<file path="src/relay_sweep_defs.svh">
// constants for the relay sweep search controller
`ifndef RELAY_SWEEP_DEFS_SVH
`define RELAY_SWEEP_DEFS_SVH

`define CLK_PERIOD_NS   20
`define TICK_PERIOD_NS  10000000
`define TICKS_PER_TENTH 32'h0000000a
`define TICK_CNT_W      20
`define SPAN_W          32
`define FRAC_W          17
`define FRAC_ZERO       17'h00000
`define FRAC_ONE        17'h10000
`define DIV_STEPS       5'h11
`define DBL_MAX         4'hf
`define JUDGE_W         10
`define RUN_W           4

`endif

</file>
<file path="src/relay_sweep_pkg.sv">
// shared types for the relay sweep search controller
package relay_sweep_pkg;

  // one set of amplifier output parameters
  typedef struct packed {
    logic [15:0] freq;
    logic [15:0] amp;
    logic [15:0] phase;
  } param_set_type;

  typedef enum logic [2:0] {st_idle, st_ramp, st_hold, st_judge, st_done} state_type;

  typedef enum logic [1:0] {mode_normal, mode_search, mode_disk} mode_type;

endpackage : relay_sweep_pkg

</file>
<file path="src/frac_divider.sv">
// serial divider giving position over span as a 17-bit fraction scaled by 2^16
`timescale 1ns/10ps
`default_nettype none
`include "relay_sweep_defs.svh"

module frac_divider (
  input  wire logic                 mclk,     // system clock
  input  wire logic                 rst,      // synchronous reset
  input  wire logic                 ce,       // clock enable
  input  wire logic [`SPAN_W-1:0]   num,      // position, never above den
  input  wire logic [`SPAN_W-1:0]   den,      // span
  output logic      [`FRAC_W-1:0]   frac      // num/den scaled by 2^16
);

  logic [4:0]         step_ff, nxt_step;
  logic [`SPAN_W:0]   rem_ff, nxt_rem;
  logic [`SPAN_W-1:0] den_ff, nxt_den;
  logic [`FRAC_W-1:0] quo_ff, nxt_quo;
  logic [`FRAC_W-1:0] frac_ff, nxt_frac;
  logic               qbit;

  // restoring division, one quotient bit per cycle, restarts forever
  always_comb begin
    nxt_step = step_ff;
    nxt_rem  = rem_ff;
    nxt_den  = den_ff;
    nxt_quo  = quo_ff;
    nxt_frac = frac_ff;
    qbit     = 1'b0;
    if (step_ff == 5'h00) begin
      nxt_rem  = {1'b0, num};
      nxt_den  = den;
      nxt_quo  = `FRAC_ZERO;
      nxt_step = 5'h01;
    end else begin
      qbit     = (rem_ff >= {1'b0, den_ff}) && (den_ff != '0);
      nxt_rem  = (qbit ? rem_ff - {1'b0, den_ff} : rem_ff) << 1;
      nxt_quo  = {quo_ff[`FRAC_W-2:0], qbit};
      nxt_step = (step_ff == `DIV_STEPS) ? 5'h00 : step_ff + 5'h01;
      if (step_ff == `DIV_STEPS) begin
        nxt_frac = {quo_ff[`FRAC_W-2:0], qbit};
      end
    end
  end

  always_ff @(posedge mclk) begin
    if (rst) begin
      step_ff <= 5'h00;
      rem_ff  <= '0;
      den_ff  <= '0;
      quo_ff  <= `FRAC_ZERO;
      frac_ff <= `FRAC_ZERO;
    end else if (ce) begin
      step_ff <= nxt_step;
      rem_ff  <= nxt_rem;
      den_ff  <= nxt_den;
      quo_ff  <= nxt_quo;
      frac_ff <= nxt_frac;
    end
  end

  assign frac = frac_ff;

endmodule : frac_divider
`default_nettype wire

</file>
<file path="src/relay_sweep_search_controller.sv">
// sweep and search sequencer for the amplifier output of a relay tester
`timescale 1ns/10ps
`default_nettype none
`include "relay_sweep_defs.svh"

module relay_sweep_search_controller #(
  parameter int TICK_CYCLES = `TICK_PERIOD_NS / `CLK_PERIOD_NS  // 10 ms tick
) (
  input  wire logic                      mclk,                  // 50 MHz clock
  input  wire logic                      rst,                   // sync reset, high
  input  wire logic                      ce,                    // clock enable
  input  wire relay_sweep_pkg::param_set_type normal_set,       // normal values
  input  wire relay_sweep_pkg::param_set_type fault_set,        // fault values
  input  wire logic [13:0]               sweep_time,            // 0.1 s units, 10..10000
  input  wire logic                      manual_ramp_select,    // 1 manual ramp
  input  wire logic [`SPAN_W-1:0]        manual_elapsed,        // 10 ms units
  input  wire relay_sweep_pkg::mode_type search_mode,           // normal, search, disk
  input  wire logic [`RUN_W-1:0]         ramp_run_count,        // 1..10
  input  wire logic [6:0]                judge_interval,        // 0.1 s units, 1..100
  input  wire logic [6:0]                trip_wait_interval,    // 0.1 s units, 1..100
  input  wire logic                      output_cut_en,         // cut output when done
  input  wire logic                      key_down,              // sweep-down key pulse
  input  wire logic                      key_up,                // sweep-up key pulse
  input  wire logic                      key_stop,              // stop key pulse
  input  wire logic                      start_in,              // external start pulse
  input  wire logic                      trip_in,               // relay trip, high on
  output relay_sweep_pkg::param_set_type amp_out,               // amplifier setpoint
  output logic                           amp_enable,            // amplifier on
  output logic                           ind_down,              // sweep-down lamp
  output logic                           ind_up,                // sweep-up lamp
  output logic                           ind_stop,              // stop lamp
  output logic                           ind_manual,            // manual mark
  output logic                           ind_trip,              // trip lamp
  output logic [`SPAN_W-1:0]             elapsed_time,          // 10 ms units
  output logic [`RUN_W-1:0]             run_index,             // counted runs
  output relay_sweep_pkg::param_set_type operation_value_result,// captured on trip
  output relay_sweep_pkg::param_set_type recovery_value_result, // captured on release
  output logic                           result_valid,          // a value was captured
  output logic                           result_error           // nothing detected
);

  // one parameter: normal plus signed share of the difference
  function automatic logic [15:0] blend_one(input logic [15:0] nv, input logic [15:0] fv,
                                            input logic [`FRAC_W-1:0] fr);
    logic signed [16:0] diff;
    logic signed [34:0] prod;
    diff      = $signed({1'b0, fv}) - $signed({1'b0, nv});
    prod      = diff * $signed({1'b0, fr});
    blend_one = nv + prod[31:16];
  endfunction : blend_one

  relay_sweep_pkg::state_type state_ff, nxt_state;
  logic [`TICK_CNT_W-1:0] tick_cnt_ff, nxt_tick_cnt;
  logic                   tick;
  logic [`SPAN_W-1:0]     pos_ff, nxt_pos, span, base_span;
  logic [3:0]             dbl_ff, nxt_dbl;
  logic                   dir_ff, nxt_dir;          // 1 toward fault
  logic                   op_det_ff, nxt_op_det;    // 1 operation detection
  logic                   trip_q_ff, trip_ref_ff, nxt_trip_ref;
  logic                   disk_wait_ff, nxt_disk_wait;
  logic [`JUDGE_W-1:0]    judge_ff, nxt_judge;
  logic [`RUN_W-1:0]      runs_ff, nxt_runs;
  logic                   amp_en_ff, nxt_amp_en, err_ff, nxt_err, valid_ff, nxt_valid;
  logic                   cap_op, cap_rec, start_cmd, start_fault, trip_rise, trip_fall;
  logic [`FRAC_W-1:0]     frac;
  relay_sweep_pkg::param_set_type out_ff, op_res_ff, rec_res_ff;
  logic                   ind_down_ff, ind_up_ff, ind_stop_ff, ind_man_ff, ind_trip_ff;

  // the doubled span scales the ramp rate; position doubles with it
  assign base_span = 32'(sweep_time) * `TICKS_PER_TENTH;
  assign span      = base_span << dbl_ff;
  assign tick      = (tick_cnt_ff == `TICK_CNT_W'(TICK_CYCLES - 1));
  assign trip_rise = trip_in & ~trip_q_ff;
  assign trip_fall = ~trip_in & trip_q_ff;
  assign start_cmd   = ~manual_ramp_select & (key_down | key_up | start_in);
  assign start_fault = key_down | (start_in & ~key_up & dir_ff);

  frac_divider u_div (
    .mclk (mclk),
    .rst  (rst),
    .ce   (ce),
    .num  (pos_ff),
    .den  (span),
    .frac (frac)
  );

  // sequencer next state
  always_comb begin
    nxt_state     = state_ff;
    nxt_pos       = pos_ff;
    nxt_dbl       = dbl_ff;
    nxt_dir       = dir_ff;
    nxt_op_det    = op_det_ff;
    nxt_trip_ref  = trip_ref_ff;
    nxt_disk_wait = disk_wait_ff;
    nxt_judge     = judge_ff;
    nxt_runs      = runs_ff;
    nxt_amp_en    = amp_en_ff;
    nxt_err       = err_ff;
    nxt_valid     = valid_ff;
    nxt_tick_cnt  = tick ? '0 : tick_cnt_ff + `TICK_CNT_W'(1);
    cap_op        = 1'b0;
    cap_rec       = 1'b0;
    if (manual_ramp_select) begin
      // position follows the entered time, clamped to one traversal
      nxt_state = relay_sweep_pkg::st_idle;
      nxt_dbl   = 4'h0;
      nxt_pos   = (manual_elapsed > base_span) ? base_span : manual_elapsed;
    end else if (start_cmd && state_ff != relay_sweep_pkg::st_ramp &&
                 state_ff != relay_sweep_pkg::st_judge) begin
      nxt_dir      = start_fault;
      nxt_amp_en   = 1'b1;
      nxt_state    = relay_sweep_pkg::st_ramp;
      nxt_tick_cnt = '0;
      if (search_mode != relay_sweep_pkg::mode_normal) begin
        nxt_op_det = start_fault;
        nxt_dbl    = 4'h0;
        nxt_runs   = '0;
        nxt_err    = 1'b0;
        nxt_valid  = 1'b0;
        nxt_pos    = (dbl_ff == 4'h0) ? pos_ff : (pos_ff >> dbl_ff);
        if (search_mode == relay_sweep_pkg::mode_disk && start_fault) begin
          nxt_pos       = base_span;
          nxt_state     = relay_sweep_pkg::st_judge;
          nxt_disk_wait = 1'b1;
          nxt_judge     = `JUDGE_W'(trip_wait_interval) * `JUDGE_W'(10);
        end
      end
    end else if (state_ff == relay_sweep_pkg::st_ramp) begin
      if (key_stop) begin
        nxt_state = relay_sweep_pkg::st_hold;
      end else if ((dir_ff && trip_rise) || (!dir_ff && trip_fall)) begin
        if (search_mode == relay_sweep_pkg::mode_normal) begin
          nxt_state = relay_sweep_pkg::st_hold;
          cap_op    = dir_ff;
          cap_rec   = ~dir_ff;
          nxt_valid = 1'b1;
        end else begin
          nxt_state    = relay_sweep_pkg::st_judge;
          nxt_trip_ref = trip_in;
          nxt_judge    = `JUDGE_W'(judge_interval) * `JUDGE_W'(10);
          if (dir_ff == op_det_ff) nxt_runs = runs_ff + `RUN_W'(1);
        end
      end else if (dir_ff ? (pos_ff >= span) : (pos_ff == '0)) begin
        nxt_state = relay_sweep_pkg::st_hold;
        if (search_mode != relay_sweep_pkg::mode_normal) begin
          nxt_state  = relay_sweep_pkg::st_done;
          nxt_err    = 1'b1;
          nxt_amp_en = ~output_cut_en;
        end
      end else if (tick) begin
        nxt_pos = dir_ff ? pos_ff + 32'h1 : pos_ff - 32'h1;
      end
    end else if (state_ff == relay_sweep_pkg::st_judge) begin
      if (tick && judge_ff != '0) begin
        nxt_judge = judge_ff - `JUDGE_W'(1);
      end else if (judge_ff == '0) begin
        nxt_state     = relay_sweep_pkg::st_ramp;
        nxt_disk_wait = 1'b0;
        if (disk_wait_ff) begin
          // relay must be tripped at fault before the release search
          nxt_dir = 1'b0;
          if (!trip_in) begin
            nxt_state  = relay_sweep_pkg::st_done;
            nxt_err    = 1'b1;
            nxt_amp_en = ~output_cut_en;
          end
        end else if (runs_ff >= ramp_run_count) begin
          nxt_state  = relay_sweep_pkg::st_done;
          cap_op     = op_det_ff;
          cap_rec    = ~op_det_ff;
          nxt_valid  = 1'b1;
          nxt_amp_en = ~output_cut_en;
        end else begin
          nxt_dir = (trip_in == trip_ref_ff) ? ~dir_ff : dir_ff;
          if (dbl_ff != `DBL_MAX) begin
            nxt_dbl = dbl_ff + 4'h1;
            nxt_pos = pos_ff << 1;
          end
        end
      end
    end
  end

  // sequencer registers and captured results
  always_ff @(posedge mclk) begin
    if (rst) begin
      state_ff     <= relay_sweep_pkg::st_idle;
      tick_cnt_ff  <= '0;
      pos_ff       <= '0;
      dbl_ff       <= 4'h0;
      dir_ff       <= 1'b1;
      op_det_ff    <= 1'b1;
      trip_q_ff    <= 1'b0;
      trip_ref_ff  <= 1'b0;
      disk_wait_ff <= 1'b0;
      judge_ff     <= '0;
      runs_ff      <= '0;
      amp_en_ff    <= 1'b1;
      err_ff       <= 1'b0;
      valid_ff     <= 1'b0;
      op_res_ff    <= '0;
      rec_res_ff   <= '0;
    end else if (ce) begin
      state_ff     <= nxt_state;
      tick_cnt_ff  <= nxt_tick_cnt;
      pos_ff       <= nxt_pos;
      dbl_ff       <= nxt_dbl;
      dir_ff       <= nxt_dir;
      op_det_ff    <= nxt_op_det;
      trip_q_ff    <= trip_in;
      trip_ref_ff  <= nxt_trip_ref;
      disk_wait_ff <= nxt_disk_wait;
      judge_ff     <= nxt_judge;
      runs_ff      <= nxt_runs;
      amp_en_ff    <= nxt_amp_en;
      err_ff       <= nxt_err;
      valid_ff     <= nxt_valid;
      if (cap_op) op_res_ff <= out_ff;
      if (cap_rec) rec_res_ff <= out_ff;
    end
  end

  // output blend; equal normal and fault give zero difference, so no motion
  always_ff @(posedge mclk) begin
    if (rst) begin
      out_ff      <= '0;
      ind_down_ff <= 1'b0;
      ind_up_ff   <= 1'b0;
      ind_stop_ff <= 1'b0;
      ind_man_ff  <= 1'b0;
      ind_trip_ff <= 1'b0;
    end else if (ce) begin
      out_ff.freq  <= blend_one(normal_set.freq, fault_set.freq, frac);
      out_ff.amp   <= blend_one(normal_set.amp, fault_set.amp, frac);
      out_ff.phase <= blend_one(normal_set.phase, fault_set.phase, frac);
      ind_down_ff  <= (nxt_state == relay_sweep_pkg::st_ramp) && nxt_dir;
      ind_up_ff    <= (nxt_state == relay_sweep_pkg::st_ramp) && !nxt_dir;
      ind_stop_ff  <= (nxt_state == relay_sweep_pkg::st_hold) ||
                      (nxt_state == relay_sweep_pkg::st_done);
      ind_man_ff   <= manual_ramp_select;
      ind_trip_ff  <= trip_in;
    end
  end

  assign amp_out                = out_ff;
  assign amp_enable             = amp_en_ff;
  assign ind_down               = ind_down_ff;
  assign ind_up                 = ind_up_ff;
  assign ind_stop               = ind_stop_ff;
  assign ind_manual             = ind_man_ff;
  assign ind_trip               = ind_trip_ff;
  assign elapsed_time           = pos_ff;
  assign run_index              = runs_ff;
  assign operation_value_result = op_res_ff;
  assign recovery_value_result  = rec_res_ff;
  assign result_valid           = valid_ff;
  assign result_error           = err_ff;

  // checks on the sequencer
  chk_stop_holds_pos: assert property (@(posedge mclk) disable iff (rst)
    (state_ff == relay_sweep_pkg::st_hold && !start_cmd && !manual_ramp_select) |=> $stable(pos_ff))
    else $error("position moved while stopped");
  chk_trip_stops_op: assert property (@(posedge mclk) disable iff (rst)
    (ce && state_ff == relay_sweep_pkg::st_ramp && dir_ff && trip_rise && !key_stop &&
     !manual_ramp_select && search_mode == relay_sweep_pkg::mode_normal)
    |=> (state_ff == relay_sweep_pkg::st_hold && op_res_ff == $past(out_ff)))
    else $error("trip did not stop and capture operation value");
  chk_manual_no_ramp: assert property (@(posedge mclk) disable iff (rst)
    (ce && manual_ramp_select) |=> state_ff == relay_sweep_pkg::st_idle)
    else $error("manual ramp left idle");
  chk_end_holds: assert property (@(posedge mclk) disable iff (rst)
    (ce && state_ff == relay_sweep_pkg::st_ramp && dir_ff && pos_ff >= span && !trip_rise &&
     !key_stop && !manual_ramp_select && search_mode == relay_sweep_pkg::mode_normal)
    |=> state_ff == relay_sweep_pkg::st_hold ##1 pos_ff == $past(pos_ff, 2))
    else $error("end of ramp not held");
  chk_resume_doubles: assert property (@(posedge mclk) disable iff (rst)
    (ce && state_ff == relay_sweep_pkg::st_judge && judge_ff == '0 && !disk_wait_ff &&
     !manual_ramp_select && runs_ff < ramp_run_count && dbl_ff != `DBL_MAX)
    |=> (dbl_ff == $past(dbl_ff) + 4'h1 && pos_ff == $past(pos_ff) << 1))
    else $error("resume did not double sweep time");
  chk_judge_reverse: assert property (@(posedge mclk) disable iff (rst)
    (ce && state_ff == relay_sweep_pkg::st_judge && judge_ff == '0 && !disk_wait_ff &&
     !manual_ramp_select && runs_ff < ramp_run_count)
    |=> dir_ff == ($past(trip_in) == $past(trip_ref_ff) ? !$past(dir_ff) : $past(dir_ff)))
    else $error("wrong direction after judge");
  chk_output_cut: assert property (@(posedge mclk) disable iff (rst)
    (ce && state_ff == relay_sweep_pkg::st_judge && nxt_state == relay_sweep_pkg::st_done &&
     nxt_valid && output_cut_en) |=> !amp_enable ##1 ind_stop)
    else $error("output not cut at completion");
  chk_blend_normal: assert property (@(posedge mclk) disable iff (rst)
    (ce && frac == `FRAC_ZERO) |=> amp_out == $past(normal_set))
    else $error("zero fraction not normal value");
  chk_blend_fault: assert property (@(posedge mclk) disable iff (rst)
    (ce && frac == `FRAC_ONE) |=> amp_out == $past(fault_set))
    else $error("full fraction not fault value");

  cov_op_search_done: cover property (@(posedge mclk) disable iff (rst)
    state_ff == relay_sweep_pkg::st_done && valid_ff && op_det_ff);
  cov_chatter_resume: cover property (@(posedge mclk) disable iff (rst)
    state_ff == relay_sweep_pkg::st_judge ##1 state_ff == relay_sweep_pkg::st_ramp && dbl_ff == 4'h2);
  cov_disk_release: cover property (@(posedge mclk) disable iff (rst)
    disk_wait_ff ##1 (state_ff == relay_sweep_pkg::st_ramp && !dir_ff));

endmodule : relay_sweep_search_controller
`default_nettype wire

</file>
<file path="config.mk">
export PLATFORM = sky130hd
export DESIGN_NAME = relay_sweep_search_controller
export DESIGN_NICKNAME = d
export VERILOG_FILES = /design/src/relay_sweep_pkg.sv /design/src/frac_divider.sv /design/src/relay_sweep_search_controller.sv
export VERILOG_INCLUDE_DIRS = /design/src
export SDC_FILE = /design/constraint.sdc
export NUM_CORES = 2
export LEC_CHECK = 0
export BUFFER_PORTS_ARGS = -buffer_cell sky130_fd_sc_hd__buf_2
export CAP_MARGIN = 20
export CORE_UTILIZATION = 60
export CTS_BUF_LIST = sky130_fd_sc_hd__clkbuf_8
export CTS_CLUSTER_SIZE = 28
export DETAILED_ROUTE_END_ITERATION = 10
export GPL_TIMING_DRIVEN = 0
export PLACE_DENSITY = 0.79
export RECOVER_POWER = 50
export SYNTH_ARGS = -nofsm -noshare
export SYNTH_HDL_FRONTEND = slang
export SYNTH_SLANG_ARGS = --single-unit
export TNS_END_PERCENT = 30
</file>
<file path="constraint.sdc">
create_clock -name mclk -period 26 [get_ports mclk]
set_clock_uncertainty 0.1 [all_clocks]
set_input_delay 2.6 -clock mclk [delete_from_list [all_inputs] [get_ports mclk]]
set_output_delay 2.6 -clock mclk [all_outputs]
set_load 0.02 [all_outputs]
</file>
* Word level (Yosys, flattened, before mapping)
Index checks and enable logic that the tools add are counted.
** Operators by class
- Bitwise gates (word level) :: 19
- Reduce and logical (&&, ||, !) cells :: 52
- $lt $le $gt $ge :: 4
- Multiply operators :: 6
- Equal/unequal tests :: 44
- Add/sub/neg operators :: 14
- Shift-type cells :: 2
- Mux-type cells :: 140
** Operator list (number)
- 2-to-1 mux 32 bit :: 19
- multiplier 17 x 18 -> 32 bit :: 3
- 2-to-1 mux 10 bit :: 9
- 2-to-1 mux 1 bit :: 74
- 2-to-1 mux 4 bit :: 16
- 2-to-1 mux 20 bit :: 3
- subtractor 16 x 16 -> 17 bit :: 3
- adder 16 bit :: 3
- 2-to-1 mux 3 bit :: 13
- greater-or-equal comparator 33 x 32 -> 1 bit :: 1
- 2-to-1 mux 33 bit :: 1
- adder 32 x 1 -> 32 bit, second input constant :: 1
- greater-or-equal comparator 32 bit :: 1
- greater-than comparator 32 x 18 -> 1 bit :: 1
- zero test 32 bit :: 1
- nonzero test 32 bit :: 1
- << shifter 18 x 4 -> 32 bit :: 1
- >> shifter 32 x 4 -> 32 bit :: 1
- subtractor 32 x 1 -> 32 bit, second input constant :: 1
- subtractor 32 bit :: 1
- inequality test 4 bit, second input constant :: 7
- inequality test 3 bit, second input constant :: 8
- nonzero test 3 bit :: 8
- AND reduction 11 bit :: 2
- other kinds (44) :: 102
** Word-level totals
- Input port bits :: 172
- Register bits :: 332
- Logic and storage cells :: 313
- Output and inout port bits :: 188

* Logic depth before layout (Yosys ltp)
- Word-level depth :: 12
- Mapped depth :: 47
- Gate-level depth less buffers :: 47

* Hierarchy
A second synthesis with hierarchy kept.
** Second synthesis, totals
- Cell total of the unflattened synthesis :: 6574
- Area total of the unflattened synthesis :: 54069.4 um^2
** By module, submodules not included
- relay_sweep_search_controller :: cells each 5740, instances 1, area an instance 47757.1 um^2, seq. area each 4584.4 um^2
- frac_divider :: cells each 834, instances 1, area an instance 6312.3 um^2, seq. area each 2062.0 um^2

* Worst setup path before layout
No wires, ideal clock.
- Path kind :: input port to flip-flop
- Start :: input port fault_set[32] in the netlist's numbering
- End :: register out_ff, in the netlist amp_out[47]
- Slack :: 14.319 ns
- Stages on the path :: 44
- Data required time :: 25.814 ns
- Setup time :: 0.086 ns
- Path buffers :: 1
- Arrival time :: 11.495 ns
- Cell sequence :: inv_1 -> ha_1 -> fa_1 -> nor2b_1 -> o21a_1 -> o21ai_1 -> a21oi_1 -> a211oi_1 -> nor2_1 -> a21o_1 -> a21oi_1 -> xnor2_1 -> clkbuf_1 -> nand2_1 -> fa_1 -> fa_1 -> inv_1 -> fa_1 -> [8 not listed] -> nand4_1 -> o2111ai_2 -> nand2_1 -> a21oi_1 -> o21bai_1 -> a21o_1 -> a21oi_1 -> o21bai_1 -> xnor2_1 -> ha_1 -> nor2_1 -> nor2_1 -> o41ai_1 -> or3_1 -> a31oi_1 -> xnor3_1 -> xnor2_1 -> a211oi_1
** On the way
- Cells in the longest elaborated chain, start to end :: 3
** Ends and longest elaborated chain
- start, declared :: RTL line relay_sweep_search_controller.sv:13 : input wire relay_sweep_pkg::param_set_type fault_set,
- subtractor 16 x 16 -> 17 bit :: RTL line relay_sweep_search_controller.sv:47 : diff = $signed({1'b0, fv}) - $signed({1'b0, nv});
- multiplier 17 x 18 -> 32 bit :: RTL line relay_sweep_search_controller.sv:48 : prod = diff * $signed({1'b0, fr});
- adder 16 bit :: RTL line relay_sweep_search_controller.sv:49 : blend_one = nv + prod[31:16];
- end, declared :: RTL line relay_sweep_search_controller.sv:66 : relay_sweep_pkg::param_set_type out_ff, op_res_ff, rec_res_ff;
Every way passes these cells.
A chain may end at the register's enable or synchronous reset.

* Final worst setup path
- Start :: input port normal_set[0] in the netlist's numbering
- End :: register out_ff, in the netlist amp_out[15]
** On the way
- Cells in the longest elaborated chain, start to end :: 3
** Ends and longest elaborated chain
- start, declared :: RTL line relay_sweep_search_controller.sv:12 : input wire relay_sweep_pkg::param_set_type normal_set,
- subtractor 16 x 16 -> 17 bit :: RTL line relay_sweep_search_controller.sv:47
- multiplier 17 x 18 -> 32 bit :: RTL line relay_sweep_search_controller.sv:48
- adder 16 bit * :: RTL line relay_sweep_search_controller.sv:49
Every way passes the cells marked *; elsewhere a longest branch is shown, timed or not.

==> metrics.yaml <==
drc: 0
leakage_nw: 27.6
synth_simple_gate_area_share_pct: 19.2
tritoncts: "done"
worst_slew_pin_slew_ns: 1.29
drt-wirelength-per-cell_um: 24.6
gp_congestion: 1.05
crit-reg2reg-capture: "amp_out[31]"
post_synth_fa_ha_maj_area_fraction_pct: 39.5
synth.area.top_cells: "fa_1, ha_1, dfxtp_1, inv_1, nand2_1"
starting_drt_drc_count: 5230
synth_enable_flop_cells: 0
totalPowerFinal_mw: 2.07
synth_top_area_share_pct: 25.7
fin_nets: 8390
crit_path_time_final_ns: 13.75
grt_antenna_before_repair: 17
crit_arrival_ns: 14.21
status: "finished, final reports clean"
synth_area_in_compound_gates_pct: 12.9
rrSetupSlack_ns: 14.85
async_flop_share_pct: 0
syn_nets: 7954
syn_avg_cell_area_sq_um: 8.13
ios: 360
ys_warn_count: 0
number_of_endpoints_with_negative_hold_slack_in_the_final_report: 0
clk_pin_slew_ns: 0.08
worst_path_largest_cell_delay_ns: 0.90
fmax_mhz: 72.7
core_area_sq_um: 87200
timing.critical_path.slowest_stage_cell: "xnor2_1"
dr.pass1.iters: 6
numCtsBuffers: 58
synth_top_cell_by_area: "fa_1"
grt_util_all_layers_pct: 44.6
finalSetupViolations: 0
syn_to_final_growth_pct: 8.61
vdd_drop_max_mv: 0.0521
cts-root-to-sink-buffers: 3
library_cells_used_by_synthesis: 94
synth.cells.most_frequent: "inv_1, nand2_1, fa_1"
worst_setup_path_start_kind: "input pin"
rows: 108
root_buffer: "clkbuf_8"
floorplan.die_area_sq_um: 89500
overflow: 0
yosys_most_used_dff: "dfxtp_1"
critPathKind: "in -> reg"
max_cap_violations: 0
grt_start_max_net_pins: 27
final.period_utilization_pct: 52.9
rr_worst_depth: 31
grt_setup_unrepaired: "false"
ant_nets_after_route: 0
synth_xor_area_share_pct: 3.93
finalSetupTns_ns: 0
io_buffers: 358
starting_density_of_the_core_pct: 60.8
post-synth-top-count-cell: "inv_1"
first_global_vias: 49800
fp.dieW_um: 299
via_count: 50200
max-slew-margin-rel_pct: 14.1
synth-seq-area-share_pct: 12.5
dp_hpwl_um: 161000
synth_area_sq_um: 53000
post-cts-setup-buffers: 0
endpoint_kind: "flip-flop"
power-per-cell-area_nw_per_um2: 35.9
cp_max_fo: 10
r2r_start: "u_div.frac[16]"
startpoint: "normal_set[0]"
hold_class: "reg -> reg"
vias_per_cell: 6.14
mux_contribution_to_synthesized_area_pct: 2.68
cts_hold_buf: 0
timing.critical_path.mode_cell: "fa_1"
final-max-slew-violation-count: 0
cts.htree.levels: 2
grt_first_pass_wirelength_um: 299000
cts.sink_count: 331
cts_resized: 0
flip_flop_and_latch_count_after_synthesis: 331
synth_top_family_by_area: "adder cells"
worstPathRequired_ns: 26.46
timing.critical_path.to: "amp_out[15]"
chipHeight_um: 299
layout-drive-gt1-share_pct: 5.33
routed_wirelength_um: 201000
synth_cells: 6517
worst_skew_pair.late_latency_ns: 0.74
## power by group
group	internal [mW]	leakage (nW)	switching, mW	total [mW]
Combinational	0.311	24.2	0.612	0.923
Sequential	0.534	2.69	0.0625	0.596
Clock	0.292	0.726	0.255	0.547
Total	1.14	27.6	0.930	2.07
## cell families after synthesis
kind of cell / after synthesis
buffers and inverters: 1291
xor gates and xnor gates: 232
and+or+nand+nor: 2193
adders and majority gates: 1265
AOI/OAI and AO/OA: 1078
muxes: 127
DFF: 331
## registers in the layout, indices dropped and copies added (netlist names), 3 cells and up
| signal | flops |
|---|---|
| amp_out | 48 |
| operation_value_result | 48 |
| recovery_value_result | 48 |
| u_div.rem_ff | 33 |
| elapsed_time | 32 |
| u_div.den_ff | 31 |
| tick_cnt_ff | 20 |
| u_div.frac | 17 |
| u_div.quo_ff | 16 |
| judge_ff | 10 |
| u_div.step_ff | 5 |
| dbl_ff | 4 |
| run_index | 4 |
| state_ff | 3 |
## critical path, delay by kind of cell
family / cells / cell delay (ns)
compound gates: 14 / 3.63
simple gates: 5 / 0.84
buf+inv: 5 / 0.96
fa+ha+maj: 10 / 4.09
xor+xnor: 5 / 2.07
## placed cells by master, fill, tap and decap left out, types with 75 or more instances in the layout
| cell | count |
|---|---|
| dfxtp_1 | 331 |
| nand3_1 | 81 |
| nor2_1 | 430 |
| a211oi_1 | 90 |
| clkbuf_8 | 75 |
| buf_2 | 183 |
| clkbuf_1 | 475 |
| a21o_1 | 96 |
| o21ai_0 | 113 |
| inv_1 | 974 |
| fa_1 | 679 |
| nand2_1 | 949 |
| ha_1 | 586 |
| nor2b_1 | 136 |
| xnor2_1 | 157 |
| mux2i_1 | 90 |
| nor3_1 | 83 |
| and2_1 | 277 |
| a21oi_1 | 416 |
## metrics by stage
step | hold WS, ns | instance area [sq um] | utilization [%] | setup WS (ns) | cells
after floorplan | 0.332 | 53000 | - | 14.32 | 6517
after global placement | 0.339 | 56200 | 64.5 | 12.23 | 8030
after detailed placement | 0.343 | 56300 | 64.6 | 11.94 | 8036
after CTS | 0.342 | 57600 | 66.1 | 12.68 | 8144
after global routing | 0.370 | 57500 | 66.0 | 12.00 | 8162
final | 0.343 | 57500 | 66.0 | 12.25 | 8176
## metal layers
layer	wire [um]	share of wire [%]	track usage [%]
met5	55	0.027	0
met2	87200	43	68.3
met3	26200	13	15.0
met4	16600	8.2	31.8
met1	71200	35	52.5
## layout make-up
| type | count | area [sq um] |
|---|---|---|
| multi-input combinational | 4895 | 41500 |
| fill | 7662 | 29600 |
| sequential | 331 | 6630 |
| inverter | 962 | 3610 |
| timing repair buffer | 376 | 1760 |
| tap | 1155 | 1450 |
| buffer | 329 | 1280 |
| clock buffer | 75 | 1030 |
| clock inverter | 33 | 267 |
| antenna | 20 | 50.0 |
## worst min-delay path by stage
stage | cells past startpoint | endpoint | from | slack (ns)
detailed placement | 2 | operation_value_result[6] | operation_value_result[6] | 0.34
floorplan | 2 | u_div.frac[16] | u_div.quo_ff[15] | 0.33
global route | 2 | operation_value_result[6] | operation_value_result[6] | 0.37
finish | 2 | u_div.frac[16] | u_div.quo_ff[15] | 0.34
global placement | 2 | operation_value_result[9] | operation_value_result[9] | 0.34
CTS | 2 | u_div.frac[16] | u_div.quo_ff[15] | 0.34
Power figures use the tool's default switching activity.
